### config.mk
export PLATFORM = sky130hd
export DESIGN_NAME = msm_top
export DESIGN_NICKNAME = d
export VERILOG_FILES = /design/src/msm_pkg.sv /design/src/msm_pair.sv /design/src/msm_top.sv
export SDC_FILE = /design/constraint.sdc
export NUM_CORES = 1
export LEC_CHECK = 0
export BUFFER_PORTS_ARGS = -buffer_cell sky130_fd_sc_hd__buf_2
export CAP_MARGIN = 10
export CORE_ASPECT_RATIO = 0.9
export CORE_MARGIN = 10
export CORE_UTILIZATION = 46
export DETAILED_ROUTE_END_ITERATION = 10
export GPL_ROUTABILITY_DRIVEN = 0
export PLACE_DENSITY_LB_ADDON = 0.08
export RECOVER_POWER = 50
export SLEW_MARGIN = 10
export SYNTH_ARGS = -nofsm -noshare
export SYNTH_HDL_FRONTEND = slang
export SYNTH_SLANG_ARGS = --single-unit
### constraint.sdc
create_clock -name pclk -period 7.2 [get_ports pclk]
set_input_delay 0.72 -clock pclk [delete_from_list [all_inputs] [get_ports pclk]]
set_output_delay 0.72 -clock pclk [all_outputs]
set_load 0.01 [all_outputs]
### src/msm_pkg.sv
// package of the muting sequence monitor: register map, reset values, timing
// constants and the packed carriers shared by the top and the pair conditioner.
// assumes a 250 MHz pclk and a 1 ms scan of the muting logic.
package msm_pkg;

    // clock and scan timing
    localparam int CLK_PERIOD_NS = 4;
    localparam int SCAN_PERIOD_NS = 1000000;
    localparam int SCAN_CYCLES = SCAN_PERIOD_NS / CLK_PERIOD_NS;
    localparam int SCAN_MS = 1;

    // apb register byte offsets
    localparam logic [7:0] ADDR_CTRL = 8'h00;
    localparam logic [7:0] ADDR_TOTAL = 8'h04;
    localparam logic [7:0] ADDR_EXTRA = 8'h08;
    localparam logic [7:0] ADDR_CONC = 8'h0c;
    localparam logic [7:0] ADDR_GAP = 8'h10;
    localparam logic [7:0] ADDR_STATUS = 8'h14;
    localparam logic [7:0] ADDR_INT_STAT = 8'h18;
    localparam logic [7:0] ADDR_INT_MASK = 8'h1c;
    localparam logic [7:0] ADDR_CMD = 8'h20;

    // ctrl and cmd field positions
    localparam int CTRL_DIR_LSB = 0;
    localparam int CTRL_START_LAST_BIT = 2;
    localparam int CTRL_END_PROTECTIVE_SWITCHING_OUTPUT_BIT = 3;
    localparam int CTRL_AUX_BIT = 4;
    localparam int CTRL_OVR_BIT = 5;
    localparam int CTRL_CONV_BIT = 6;
    localparam int CMD_CLEAR_BIT = 0;

    // reset values
    localparam logic [6:0] CTRL_RESET = 7'h74;
    localparam logic [11:0] TOTAL_RESET = 12'h005;
    localparam logic [1:0] EXTRA_RESET = 2'h0;
    localparam logic [8:0] CONC_RESET = 9'h000;
    localparam logic [6:0] GAP_RESET = 7'h0a;

    // configuration limits, in the register units (s, 10 ms)
    localparam logic [11:0] TOTAL_MIN_S = 12'd5;
    localparam logic [11:0] TOTAL_MAX_S = 12'd3600;
    localparam logic [8:0] CONC_MAX_10MS = 9'd300;
    localparam logic [6:0] GAP_MAX_10MS = 7'd100;
    localparam int MS_PER_S = 1000;
    localparam int MS_PER_STEP = 10;

    // extra muting time choices
    localparam int EXTRA_MS_0 = 0;
    localparam int EXTRA_MS_1 = 200;
    localparam int EXTRA_MS_2 = 500;
    localparam int EXTRA_MS_3 = 1000;

    // interrupt status bits
    localparam int IRQ_MUTE_START = 0;
    localparam int IRQ_MUTE_END = 1;
    localparam int IRQ_MUTE_ERR = 2;
    localparam int IRQ_TIMEOUT = 3;

    typedef enum logic [1:0] {
        MSM_DIR_OFF,
        MSM_DIR_FWD,
        MSM_DIR_BWD,
        MSM_DIR_RSVD
    } msm_dir_t;

    typedef struct packed {
        logic conv_present;
        logic ovr_present;
        logic aux_present;
        logic end_on_protective_switching_output;
        logic start_last;
        msm_dir_t dir;
    } msm_ctrl_t;

    typedef struct packed {
        logic both;
        logic any;
        logic gap;
        logic conc_err;
    } msm_pair_t;

endpackage

### src/msm_pair.sv
// one muting sensor pair: input synchronisers, gap filter and concurrency check.
// assumes tick is a one-cycle pulse once per scan and the counts are already in scans.
`timescale 1ns/1ps
module msm_pair (
    input wire logic pclk,
    input wire logic presetn,
    input wire logic tick,
    input wire logic [1:0] sensor_pin,
    input wire logic [9:0] gap_scans,
    input wire logic [11:0] conc_scans,
    output msm_pkg::msm_pair_t state
);
    logic [1:0] meta_q;
    logic [1:0] sync_q;
    logic [1:0] filt_q;
    logic [9:0] gap_cnt_q [2];
    logic [11:0] conc_cnt_q;
    logic conc_done_q;
    logic conc_err_q;
    logic [1:0] in_gap;

    always_ff @(posedge pclk or negedge presetn) begin
        if (!presetn) begin
            meta_q <= 2'h0;
            sync_q <= 2'h0;
        end else begin
            meta_q <= sensor_pin;
            sync_q <= meta_q;
        end
    end

    assign in_gap = filt_q & ~sync_q;

    // a short low is held high, but only for one sensor of the pair at a time
    always_ff @(posedge pclk or negedge presetn) begin
        if (!presetn) begin
            filt_q <= 2'h0;
            gap_cnt_q[0] <= 10'h000;
            gap_cnt_q[1] <= 10'h000;
        end else begin
            for (int i = 0; i < 2; i++) begin
                if (sync_q[i]) begin
                    filt_q[i] <= 1'b1;
                    gap_cnt_q[i] <= 10'h000;
                end else if (!filt_q[i]) begin
                    gap_cnt_q[i] <= 10'h000;
                end else if (gap_scans == 10'h000 || in_gap[1-i] || gap_cnt_q[i] >= gap_scans) begin
                    filt_q[i] <= 1'b0;
                end else if (tick) begin
                    gap_cnt_q[i] <= gap_cnt_q[i] + 10'h001;
                end
            end
        end
    end

    // mismatch counted from the first change; one error pulse per mismatch episode
    always_ff @(posedge pclk or negedge presetn) begin
        if (!presetn) begin
            conc_cnt_q <= 12'h000;
            conc_done_q <= 1'b0;
            conc_err_q <= 1'b0;
        end else begin
            conc_err_q <= 1'b0;
            if (sync_q[0] == sync_q[1]) begin
                conc_cnt_q <= 12'h000;
                conc_done_q <= 1'b0;
            end else if (conc_scans != 12'h000 && !conc_done_q) begin
                if (conc_cnt_q >= conc_scans) begin
                    conc_err_q <= 1'b1;
                    conc_done_q <= 1'b1;
                end else if (tick) begin
                    conc_cnt_q <= conc_cnt_q + 12'h001;
                end
            end
        end
    end

    assign state = {&filt_q, |filt_q, |in_gap, conc_err_q};

endmodule

### src/msm_top.sv
// muting sequence monitor: apb register file, scan divider, sequence state machine,
// total and extra muting timers, error latch and interrupt.
// assumes all sensor, curtain, override and conveyor inputs are asynchronous pins.
//
// Register access over APB and the address map were chosen for this implementation.
`timescale 1ns/1ps
// Operation
// - forward direction accepts only first pair before second; disabled accepts either order.
// - backward direction accepts only second pair before first.
// - start condition selects all sensors inactive or last sensor still active; default last.
// - end condition selects last sensor low or switching output high; default sensor.
// - total muting limit inactive or 5 to 3600 s in 1 s steps; default 5 s.
// - extra muting time is 0, 200, 500 or 1000 ms; default 0.
// - concurrency time inactive or 10 to 3000 ms in 10 ms steps; default inactive.
// - gap filter inactive or 10 to 1000 ms in 10 ms steps; default 100 ms.
// - total time exceeded raises muting error and fault, drops output enable; checked in ST_MUTE only, not during extra muting time.
// - total timer runs while muting, clears at end, holds while conveyor stopped.
// - one-sensor short gaps read high; simultaneous gap on another signal stops muting.
// - pair not equivalent within concurrency time after first change raises muting error.
module msm_top #(
    parameter int SCAN_CYCLES = msm_pkg::SCAN_CYCLES
) (
    input wire logic pclk,
    input wire logic presetn,
    input wire logic psel,
    input wire logic penable,
    input wire logic pwrite,
    input wire logic [7:0] paddr,
    input wire logic [31:0] pwdata,
    input wire logic [3:0] pstrb,
    output logic [31:0] prdata,
    output logic pready,
    output logic pslverr,
    input wire logic first_pair_sensor_one,
    input wire logic first_pair_sensor_two,
    input wire logic second_pair_sensor_one,
    input wire logic second_pair_sensor_two,
    input wire logic auxiliary_muting_signal,
    input wire logic protective_switching_output,
    input wire logic override_in,
    input wire logic conveyor_stopped,
    output logic muting_active,
    output logic override_active,
    output logic output_enable,
    output logic muting_error,
    output logic fault_present,
    output logic irq
);
    typedef enum {
        ST_WAIT_START,
        ST_READY,
        ST_MUTE,
        ST_EXTRA,
        ST_ERROR
    } msm_state_t;

    msm_pkg::msm_ctrl_t ctrl_q;
    logic [11:0] total_s_q;
    logic [1:0] extra_sel_q;
    logic [8:0] conc_q;
    logic [6:0] gap_q;
    logic [3:0] int_stat_q;
    logic [3:0] int_mask_q;
    logic clear_req;
    logic [3:0] meta_q;
    logic [3:0] pin_q;
    logic aux_s;
    logic protective_switching_output_s;
    logic ovr_s;
    logic conv_s;
    logic [31:0] div_q;
    logic tick;
    msm_pkg::msm_pair_t pair_a;
    msm_pkg::msm_pair_t pair_b;
    logic [9:0] gap_scans;
    logic [11:0] conc_scans;
    logic [21:0] total_scans;
    logic [9:0] extra_scans;
    msm_state_t state_q;
    logic first_is_b_q;
    logic second_seen_q;
    logic last_is_b_q;
    logic [21:0] total_cnt_q;
    logic [9:0] extra_cnt_q;
    logic error_q;
    logic fault_q;
    logic timeout;
    logic mute_start;
    logic mute_end;
    msm_pkg::msm_pair_t first_p;
    msm_pkg::msm_pair_t second_p;
    logic wr_en;
    logic rd_en;
    logic addr_ok;
    logic [3:0] events;

    // apb: zero wait states; read data is registered in the setup cycle so it stands at the access edge
    assign pready = 1'b1;
    assign wr_en = psel && penable && pwrite;
    assign rd_en = psel && !penable && !pwrite;
    assign addr_ok = paddr == msm_pkg::ADDR_CTRL || paddr == msm_pkg::ADDR_TOTAL
        || paddr == msm_pkg::ADDR_EXTRA || paddr == msm_pkg::ADDR_CONC
        || paddr == msm_pkg::ADDR_GAP || paddr == msm_pkg::ADDR_STATUS
        || paddr == msm_pkg::ADDR_INT_STAT || paddr == msm_pkg::ADDR_INT_MASK
        || paddr == msm_pkg::ADDR_CMD;
    assign pslverr = psel && penable && !addr_ok;
    assign clear_req = wr_en && paddr == msm_pkg::ADDR_CMD && pstrb[0] && pwdata[msm_pkg::CMD_CLEAR_BIT];

    // configuration registers; out-of-range values clamp into the legal range
    always_ff @(posedge pclk or negedge presetn) begin
        if (!presetn) begin
            ctrl_q <= msm_pkg::CTRL_RESET;
            total_s_q <= msm_pkg::TOTAL_RESET;
            extra_sel_q <= msm_pkg::EXTRA_RESET;
            conc_q <= msm_pkg::CONC_RESET;
            gap_q <= msm_pkg::GAP_RESET;
            int_mask_q <= 4'h0;
        end else if (wr_en && pstrb[0]) begin
            if (paddr == msm_pkg::ADDR_CTRL) begin
                ctrl_q <= pwdata[6:0];
            end else if (paddr == msm_pkg::ADDR_TOTAL && pstrb[1]) begin
                if (pwdata[11:0] == 12'h000) begin
                    total_s_q <= 12'h000;
                end else if (pwdata[11:0] < msm_pkg::TOTAL_MIN_S) begin
                    total_s_q <= msm_pkg::TOTAL_MIN_S;
                end else if (pwdata[11:0] > msm_pkg::TOTAL_MAX_S) begin
                    total_s_q <= msm_pkg::TOTAL_MAX_S;
                end else begin
                    total_s_q <= pwdata[11:0];
                end
            end else if (paddr == msm_pkg::ADDR_EXTRA) begin
                extra_sel_q <= pwdata[1:0];
            end else if (paddr == msm_pkg::ADDR_CONC && pstrb[1]) begin
                conc_q <= (pwdata[8:0] > msm_pkg::CONC_MAX_10MS) ? msm_pkg::CONC_MAX_10MS : pwdata[8:0];
            end else if (paddr == msm_pkg::ADDR_GAP) begin
                gap_q <= (pwdata[6:0] > msm_pkg::GAP_MAX_10MS) ? msm_pkg::GAP_MAX_10MS : pwdata[6:0];
            end else if (paddr == msm_pkg::ADDR_INT_MASK) begin
                int_mask_q <= pwdata[3:0];
            end
        end
    end

    always_ff @(posedge pclk or negedge presetn) begin
        if (!presetn) begin
            prdata <= 32'h0000_0000;
        end else if (rd_en) begin
            if (paddr == msm_pkg::ADDR_CTRL) begin
                prdata <= {25'h0, ctrl_q};
            end else if (paddr == msm_pkg::ADDR_TOTAL) begin
                prdata <= {20'h0, total_s_q};
            end else if (paddr == msm_pkg::ADDR_EXTRA) begin
                prdata <= {30'h0, extra_sel_q};
            end else if (paddr == msm_pkg::ADDR_CONC) begin
                prdata <= {23'h0, conc_q};
            end else if (paddr == msm_pkg::ADDR_GAP) begin
                prdata <= {25'h0, gap_q};
            end else if (paddr == msm_pkg::ADDR_STATUS) begin
                prdata <= {24'h0, pair_b.both, pair_a.both, protective_switching_output_s, override_active, fault_q, error_q,
                    output_enable, muting_active};
            end else if (paddr == msm_pkg::ADDR_INT_STAT) begin
                prdata <= {28'h0, int_stat_q};
            end else if (paddr == msm_pkg::ADDR_INT_MASK) begin
                prdata <= {28'h0, int_mask_q};
            end else begin
                prdata <= 32'h0000_0000;
            end
        end
    end

    // sticky events, write one to clear; a new event in the clearing cycle survives
    assign events = {timeout, clear_req ? 1'b0 : (state_q != ST_ERROR && first_p.conc_err | second_p.conc_err),
        mute_end, mute_start};
    always_ff @(posedge pclk or negedge presetn) begin
        if (!presetn) begin
            int_stat_q <= 4'h0;
        end else if (wr_en && pstrb[0] && paddr == msm_pkg::ADDR_INT_STAT) begin
            int_stat_q <= (int_stat_q & ~pwdata[3:0]) | events;
        end else begin
            int_stat_q <= int_stat_q | events;
        end
    end
    assign irq = |(int_stat_q & int_mask_q);

    // pin synchronisers for the single inputs; sensors sync inside the pair modules
    always_ff @(posedge pclk or negedge presetn) begin
        if (!presetn) begin
            meta_q <= 4'h0;
            pin_q <= 4'h0;
        end else begin
            meta_q <= {conveyor_stopped, override_in, protective_switching_output, auxiliary_muting_signal};
            pin_q <= meta_q;
        end
    end
    assign aux_s = pin_q[0] || !ctrl_q.aux_present;
    assign protective_switching_output_s = pin_q[1];
    assign ovr_s = pin_q[2] && ctrl_q.ovr_present;
    assign conv_s = pin_q[3] && ctrl_q.conv_present;

    // scan divider: every duration below is counted in these ticks
    always_ff @(posedge pclk or negedge presetn) begin
        if (!presetn) begin
            div_q <= 32'h0000_0000;
        end else if (div_q >= 32'(SCAN_CYCLES - 1)) begin
            div_q <= 32'h0000_0000;
        end else begin
            div_q <= div_q + 32'h0000_0001;
        end
    end
    assign tick = div_q == 32'h0000_0000;

    // durations to scans, rounded up
    localparam int RND = msm_pkg::SCAN_MS - 1;
    assign gap_scans = 10'((32'(gap_q) * msm_pkg::MS_PER_STEP + RND) / msm_pkg::SCAN_MS);
    assign conc_scans = 12'((32'(conc_q) * msm_pkg::MS_PER_STEP + RND) / msm_pkg::SCAN_MS);
    assign total_scans = 22'((32'(total_s_q) * msm_pkg::MS_PER_S + RND) / msm_pkg::SCAN_MS);
    always_comb begin
        case (extra_sel_q)
            2'h0: extra_scans = 10'((msm_pkg::EXTRA_MS_0 + RND) / msm_pkg::SCAN_MS);
            2'h1: extra_scans = 10'((msm_pkg::EXTRA_MS_1 + RND) / msm_pkg::SCAN_MS);
            2'h2: extra_scans = 10'((msm_pkg::EXTRA_MS_2 + RND) / msm_pkg::SCAN_MS);
            default: extra_scans = 10'((msm_pkg::EXTRA_MS_3 + RND) / msm_pkg::SCAN_MS);
        endcase
    end

    msm_pair u_pair_a (
        .pclk(pclk),
        .presetn(presetn),
        .tick(tick),
        .sensor_pin({first_pair_sensor_two, first_pair_sensor_one}),
        .gap_scans(gap_scans),
        .conc_scans(conc_scans),
        .state(pair_a)
    );

    msm_pair u_pair_b (
        .pclk(pclk),
        .presetn(presetn),
        .tick(tick),
        .sensor_pin({second_pair_sensor_two, second_pair_sensor_one}),
        .gap_scans(gap_scans),
        .conc_scans(conc_scans),
        .state(pair_b)
    );

    assign first_p = first_is_b_q ? pair_b : pair_a;
    assign second_p = first_is_b_q ? pair_a : pair_b;
    assign timeout = state_q == ST_MUTE && total_s_q != 12'h000 && total_cnt_q >= total_scans;
    // a latched error blocks any new muting cycle until it is cleared
    assign mute_start = state_q == ST_READY && !error_q && aux_s && protective_switching_output_s && (pair_a.both || pair_b.both)
        && ((ctrl_q.dir == msm_pkg::MSM_DIR_FWD) ? pair_a.both : 1'b1)
        && ((ctrl_q.dir == msm_pkg::MSM_DIR_BWD) ? pair_b.both : 1'b1);

    // sequence: wait for the start condition, accept the first pair in the allowed
    // direction, mute until the end condition, then back to waiting
    always_ff @(posedge pclk or negedge presetn) begin
        if (!presetn) begin
            state_q <= ST_WAIT_START;
            first_is_b_q <= 1'b0;
            second_seen_q <= 1'b0;
            last_is_b_q <= 1'b0;
        end else begin
            case (state_q)
                ST_WAIT_START: begin
                    if (protective_switching_output_s && (ctrl_q.start_last
                        ? !(last_is_b_q ? pair_a.any : pair_b.any)
                        : !(pair_a.any || pair_b.any))) begin
                        state_q <= ST_READY;
                    end
                end
                ST_READY: begin
                    if (mute_start) begin
                        state_q <= ST_MUTE;
                        first_is_b_q <= !pair_a.both;
                        second_seen_q <= 1'b0;
                    end else if (ctrl_q.dir == msm_pkg::MSM_DIR_FWD && pair_b.any) begin
                        state_q <= ST_WAIT_START;
                    end else if (ctrl_q.dir == msm_pkg::MSM_DIR_BWD && pair_a.any) begin
                        state_q <= ST_WAIT_START;
                    end else if (!protective_switching_output_s) begin
                        state_q <= ST_WAIT_START;
                    end
                end
                ST_MUTE: begin
                    if (second_p.both) begin
                        second_seen_q <= 1'b1;
                    end
                    if (timeout || first_p.conc_err || second_p.conc_err) begin
                        state_q <= ST_ERROR;
                    end else if (pair_a.gap && pair_b.gap) begin
                        state_q <= ST_WAIT_START;
                        last_is_b_q <= !first_is_b_q;
                    end else if (!first_p.both && !second_p.both) begin
                        state_q <= ST_WAIT_START;
                        last_is_b_q <= first_is_b_q;
                    end else if (second_seen_q && ctrl_q.end_on_protective_switching_output && protective_switching_output_s && !first_p.both) begin
                        state_q <= ST_EXTRA;
                    end else if (second_seen_q && !ctrl_q.end_on_protective_switching_output && !second_p.both) begin
                        state_q <= ST_WAIT_START;
                        last_is_b_q <= !first_is_b_q;
                    end
                end
                ST_EXTRA: begin
                    if (first_p.conc_err || second_p.conc_err) begin
                        state_q <= ST_ERROR;
                    end else if (extra_cnt_q >= extra_scans) begin
                        state_q <= ST_WAIT_START;
                        last_is_b_q <= !first_is_b_q;
                    end
                end
                default: begin
                    if (clear_req && protective_switching_output_s) begin
                        state_q <= ST_WAIT_START;
                    end
                end
            endcase
        end
    end

    // total timer runs only while muting, frozen while the conveyor is stopped
    always_ff @(posedge pclk or negedge presetn) begin
        if (!presetn) begin
            total_cnt_q <= 22'h000000;
        end else if (state_q != ST_MUTE && state_q != ST_EXTRA) begin
            total_cnt_q <= 22'h000000;
        end else if (tick && !conv_s && !timeout) begin
            total_cnt_q <= total_cnt_q + 22'h000001;
        end
    end

    always_ff @(posedge pclk or negedge presetn) begin
        if (!presetn) begin
            extra_cnt_q <= 10'h000;
        end else if (state_q != ST_EXTRA) begin
            extra_cnt_q <= 10'h000;
        end else if (tick) begin
            extra_cnt_q <= extra_cnt_q + 10'h001;
        end
    end

    // error latch: concurrency faults and timeouts hold until cleared with the curtain free
    always_ff @(posedge pclk or negedge presetn) begin
        if (!presetn) begin
            error_q <= 1'b0;
            fault_q <= 1'b0;
        end else if (timeout) begin
            error_q <= 1'b1;
            fault_q <= 1'b1;
        end else if (pair_a.conc_err || pair_b.conc_err) begin
            error_q <= 1'b1;
        end else if (clear_req && protective_switching_output_s) begin
            error_q <= 1'b0;
            fault_q <= 1'b0;
        end
    end

    assign mute_end = (state_q == ST_MUTE || state_q == ST_EXTRA)
        && !(state_q == ST_MUTE && !timeout && !first_p.conc_err && !second_p.conc_err
        && !(pair_a.gap && pair_b.gap) && (first_p.both || second_p.both)
        && !(second_seen_q && !ctrl_q.end_on_protective_switching_output && !second_p.both))
        && !(state_q == ST_EXTRA && extra_cnt_q < extra_scans);

    // override keeps the outputs on only while sensors still see material
    assign muting_active = state_q == ST_MUTE || state_q == ST_EXTRA;
    assign override_active = ovr_s && (pair_a.any || pair_b.any) && !fault_q;
    assign output_enable = !error_q && (protective_switching_output_s || muting_active || override_active);
    assign muting_error = error_q;
    assign fault_present = fault_q;

endmodule

==> key figures <==
Outcome
  – Status: finished with violations
  – Violated checks: max-capacitance violations, max-slew violations

Logic synthesis
  – Count of flip-flops with a built-in enable after synthesis: 0
  – Area leader, netlist: dfrtp_1
  – Post-synthesis sequential area ratio: 34.5%
  – Top-area cell type share of the netlist area: 33.1%
  – Post-synth cell types: 83
  – Largest cells by area after synthesis: dfrtp_1 33%, ha_1 14%, fa_1 4.9%, nand2_1 3.8%, inv_1 3.1%
  – Asr flop ratio synth: 100%
  – Synth Warn #: 0
  – Syn Area/Cell: 9.30 µm²
  – Main synth FF type: dfrtp_1
  – Synth Register Bits: 217
  – Cell count after synthesis: 1696
  – Synth Cell Area: 0.0158 mm²

Die
  – Rows: 64
  – Die ar.: 0.0421 mm²
  – Starting Density: 46.5%
  – Core Box Area: 0.0340 mm²
  – Die Y: 196 µm
  – Die width: 215 µm
  – IO Pins: 97

Worst setup path
  – Reg2reg start: total_s_q[2]$_DFFE_PN1P_
  – FF-to-FF path depth: 20
  – Setup crit start kind: flop
  – Critical Path Fanout Max: 24
  – Crit path launch: total_s_q[2]$_DFFE_PN1P_
  – Worst EP arrival: 7.11 ns
  – R2R Path End: total_cnt_q[21]$_DFFE_PN0P_
  – Critical path class: flop to flop
  – Delay-heaviest family, CP: adder cells
  – Most frequent CP cell: fa_1
  – Critical path's largest stage delay: 0.59 ns
  – CP endpoint kind: flop
  – CP Buf/Inv Count: 2
  – Critical Path RT: 7.66 ns
  – CP cell instances: inv_1 > fa_1 > fa_1 > fa_1 > inv_1 > fa_1 > ha_1 > nor3_1 > nor2_1 > a31oi_1 > o21ai_1 > a221o_1 > or4_1 > and3_1 > ha_1 > a21oi_1 > o211ai_1 > a21o_1 > nor4_1 > mux2i_1
  – Slowest stage cell, crit path: dfstp_2
  – R2R Setup Slk: 0.56 ns
  – Instance count on the critical path: 20
  – Worst setup path endpoint: total_cnt_q[21]$_DFFE_PN0P_

Drt
  – Routed vias: 12.6k
  – Antenna viol nets, final: 0
  – Post-route DRC violation count: 0
  – Routed WL per cell: 17.8 µm
  – DR iter-0 viols: 899
  – Vias per inst: 5.63
  – Routed Wire Length: 39800 µm
  – DRT Pass-1 Iters: 7

Placed design
  – Post-DP Area: 0.0164 mm²
  – Port Buffer Count: 53
  – DP Wirelength: 29600 µm
  – Dpl ws: 0.453 ns

GRT
  – Gr usage total: 18.7%
  – Congestion Overflow GR: 0
  – Vias in the first global route: 12.2k
  – Pin count of the biggest net entering global routing: 135
  – First-pass GRT wire length: 65600 µm
  – Initial antenna violation count: 11

Clock tree
  – Post-CTS Setup Inserts: 0
  – CTS max path bufs: 3
  – CTS hold repair buffers: 0
  – CTS clock-pin slew for the worst setup and hold paths: 0.06 ns
  – Clock Latency Late Sink: 0.55 ns
  – H-tree depth: 1
  – Root Driver: clkbuf_16
  – Post-CTS Resized: 0
  – # clock sinks: 217
  – Total CTS buffers: 27
  – CTS tree: built

Pwr
  – P per Cell Area: 159 mW/mm²
  – Maximum vdd drop: 168 µV
  – Leakage power: 8.08 nW

Timing
  – Final setup viols: 0
  – Crit share post-route: 92.3%
  – Setup TNS: 0 ns
  – Setup Skew: 0.0226 ns
  – RSZ-0062 raised after global routing: false
  – Worst Max-Slew Pin Slew: 4.71 ns
  – Max-slew violations: 220
  – Fin Hold WS: 0.267 ns
  – Setup ws final: 0.556 ns
  – Fmax: 0.151 GHz
  – Final min period: 6.64 ns
  – Slew HR: -214%
  – Final Hold Vio Count: 0

Job
  – Max cap viols: 2

Layout
  – Post-route cell area: 0.0173 mm²
  – Multi-input gate area: 0.00956 mm²
  – Nets: 2016
  – Layout area overhead: 9.44%
  – Fillers: 3257
  – Register area: 0.00544 mm²
  – Fin util: 50.9%
  – Layout cells sized above 1: 8.83%

Hold path
  – Hold wc startpoint: protective_switching_output
  – Hold Crit Class: input pin to flop
==> cell families after synthesis <==
family                   synth area share [%]
buffers and inverters                    5.77
other                                  0.0476
XOR/XNOR                                 2.50
adder cells (fa/ha/maj)                  18.7
AO/OA/AOI/OAI                            15.9
flip-flops                               34.5
AND/OR/NAND/NOR                          19.5
multiplexers                             3.12
==> cells in the mapped netlist (all sizes together) (9+ instances only) <==
library cell,instances
nand2b,51
nand2,158
ha,173
o311ai,11
o41ai,10
or3,19
mux2,17
xor2,27
a211oi,13
and2,9
and4,10
xnor2,18
inv,131
a31oi,29
nor4,32
clkbuf,42
o21a,15
a21oi,94
buf,34
nor2,109
a21o,20
fa,39
nor2b,19
or4,14
o21ai,75
nand3,51
mux2i,30
and3,33
nor3,31
dfrtp,209
a41o,19
o31ai,15
nand4,33
==> worst min path at each step <==
stage / endpoint / cells past startpoint / slack (ns)
after CTS: div_q[11]$_DFF_PN0_ / 1 / 0.19
after global routing: meta_q[1]$_DFF_PN0_ / 1 / 0.25
after floorplan: pin_q[0]$_DFF_PN0_ / 0 / 0.33
after global placement: pin_q[1]$_DFF_PN0_ / 0 / 0.33
after detailed placement: pin_q[2]$_DFF_PN0_ / 0 / 0.33
final: meta_q[1]$_DFF_PN0_ / 1 / 0.27
==> through the flow <==
| stage | total power (W) | instances |
|---|---|---|
| final | 0.00275 | 2236 |
| after global routing | 0.00286 | 2231 |
| after CTS | 0.00279 | 2229 |
| after detailed placement | 0.00149 | 2180 |
| after global placement | 0.00148 | 2180 |
| after floorplan | 0.00140 | 1729 |
==> registers in the layout, summed over array words and instances, names as in the netlist, 3 cells and up <==
register / count
state_q: 3
meta_q: 4
total_s_q: 12
u_pair_a.gap_cnt_q: 20
extra_cnt_q: 10
pin_q: 4
int_stat_q: 4
prdata: 12
div_q: 32
total_cnt_q: 22
ctrl_q: 7
u_pair_a.conc_cnt_q: 12
u_pair_b.conc_cnt_q: 12
conc_q: 9
int_mask_q: 4
u_pair_b.gap_cnt_q: 20
gap_q: 7
==> final cells by class <==
type	count	share of cell area [%]
antenna	7	0.101
clock buffer	37	4.36
clock inverter	12	0.420
inverter	132	2.87
multi-input combinational	1304	55.3
sequential	217	31.5
tap	462	3.35
timing repair buffer	65	2.05
==> placed cells by master (no fill, tap or decap), drive strengths merged, types with 31 or more instances in the layout <==
| cell | count |
|---|---|
| ha | 173 |
| conb | 35 |
| o21ai | 75 |
| nand4 | 33 |
| buf | 63 |
| nor3 | 31 |
| a21oi | 94 |
| clkbuf | 39 |
| nand2b | 51 |
| nand2 | 158 |
| nor2 | 109 |
| nand3 | 51 |
| fa | 39 |
| inv | 133 |
| dfrtp | 209 |
| and3 | 33 |
| nor4 | 32 |
==> power breakdown <==
part / internal [W] / switching (W)
combinational: 0.0000622 / 0.000140
sequential: 0.00124 / 0.0000191
clock: 0.000732 / 0.000555
total: 0.00203 / 0.000714
==> layer usage <==
metal,track usage (%),wire [µm],vias to the layer above
met3,3.60,2120,57
met5,0,42,-
met4,4.09,831,8
li1,-,-,6205
met2,29.3,17500,205
met1,26.3,19300,6115
Power figures use the tool's default switching activity.
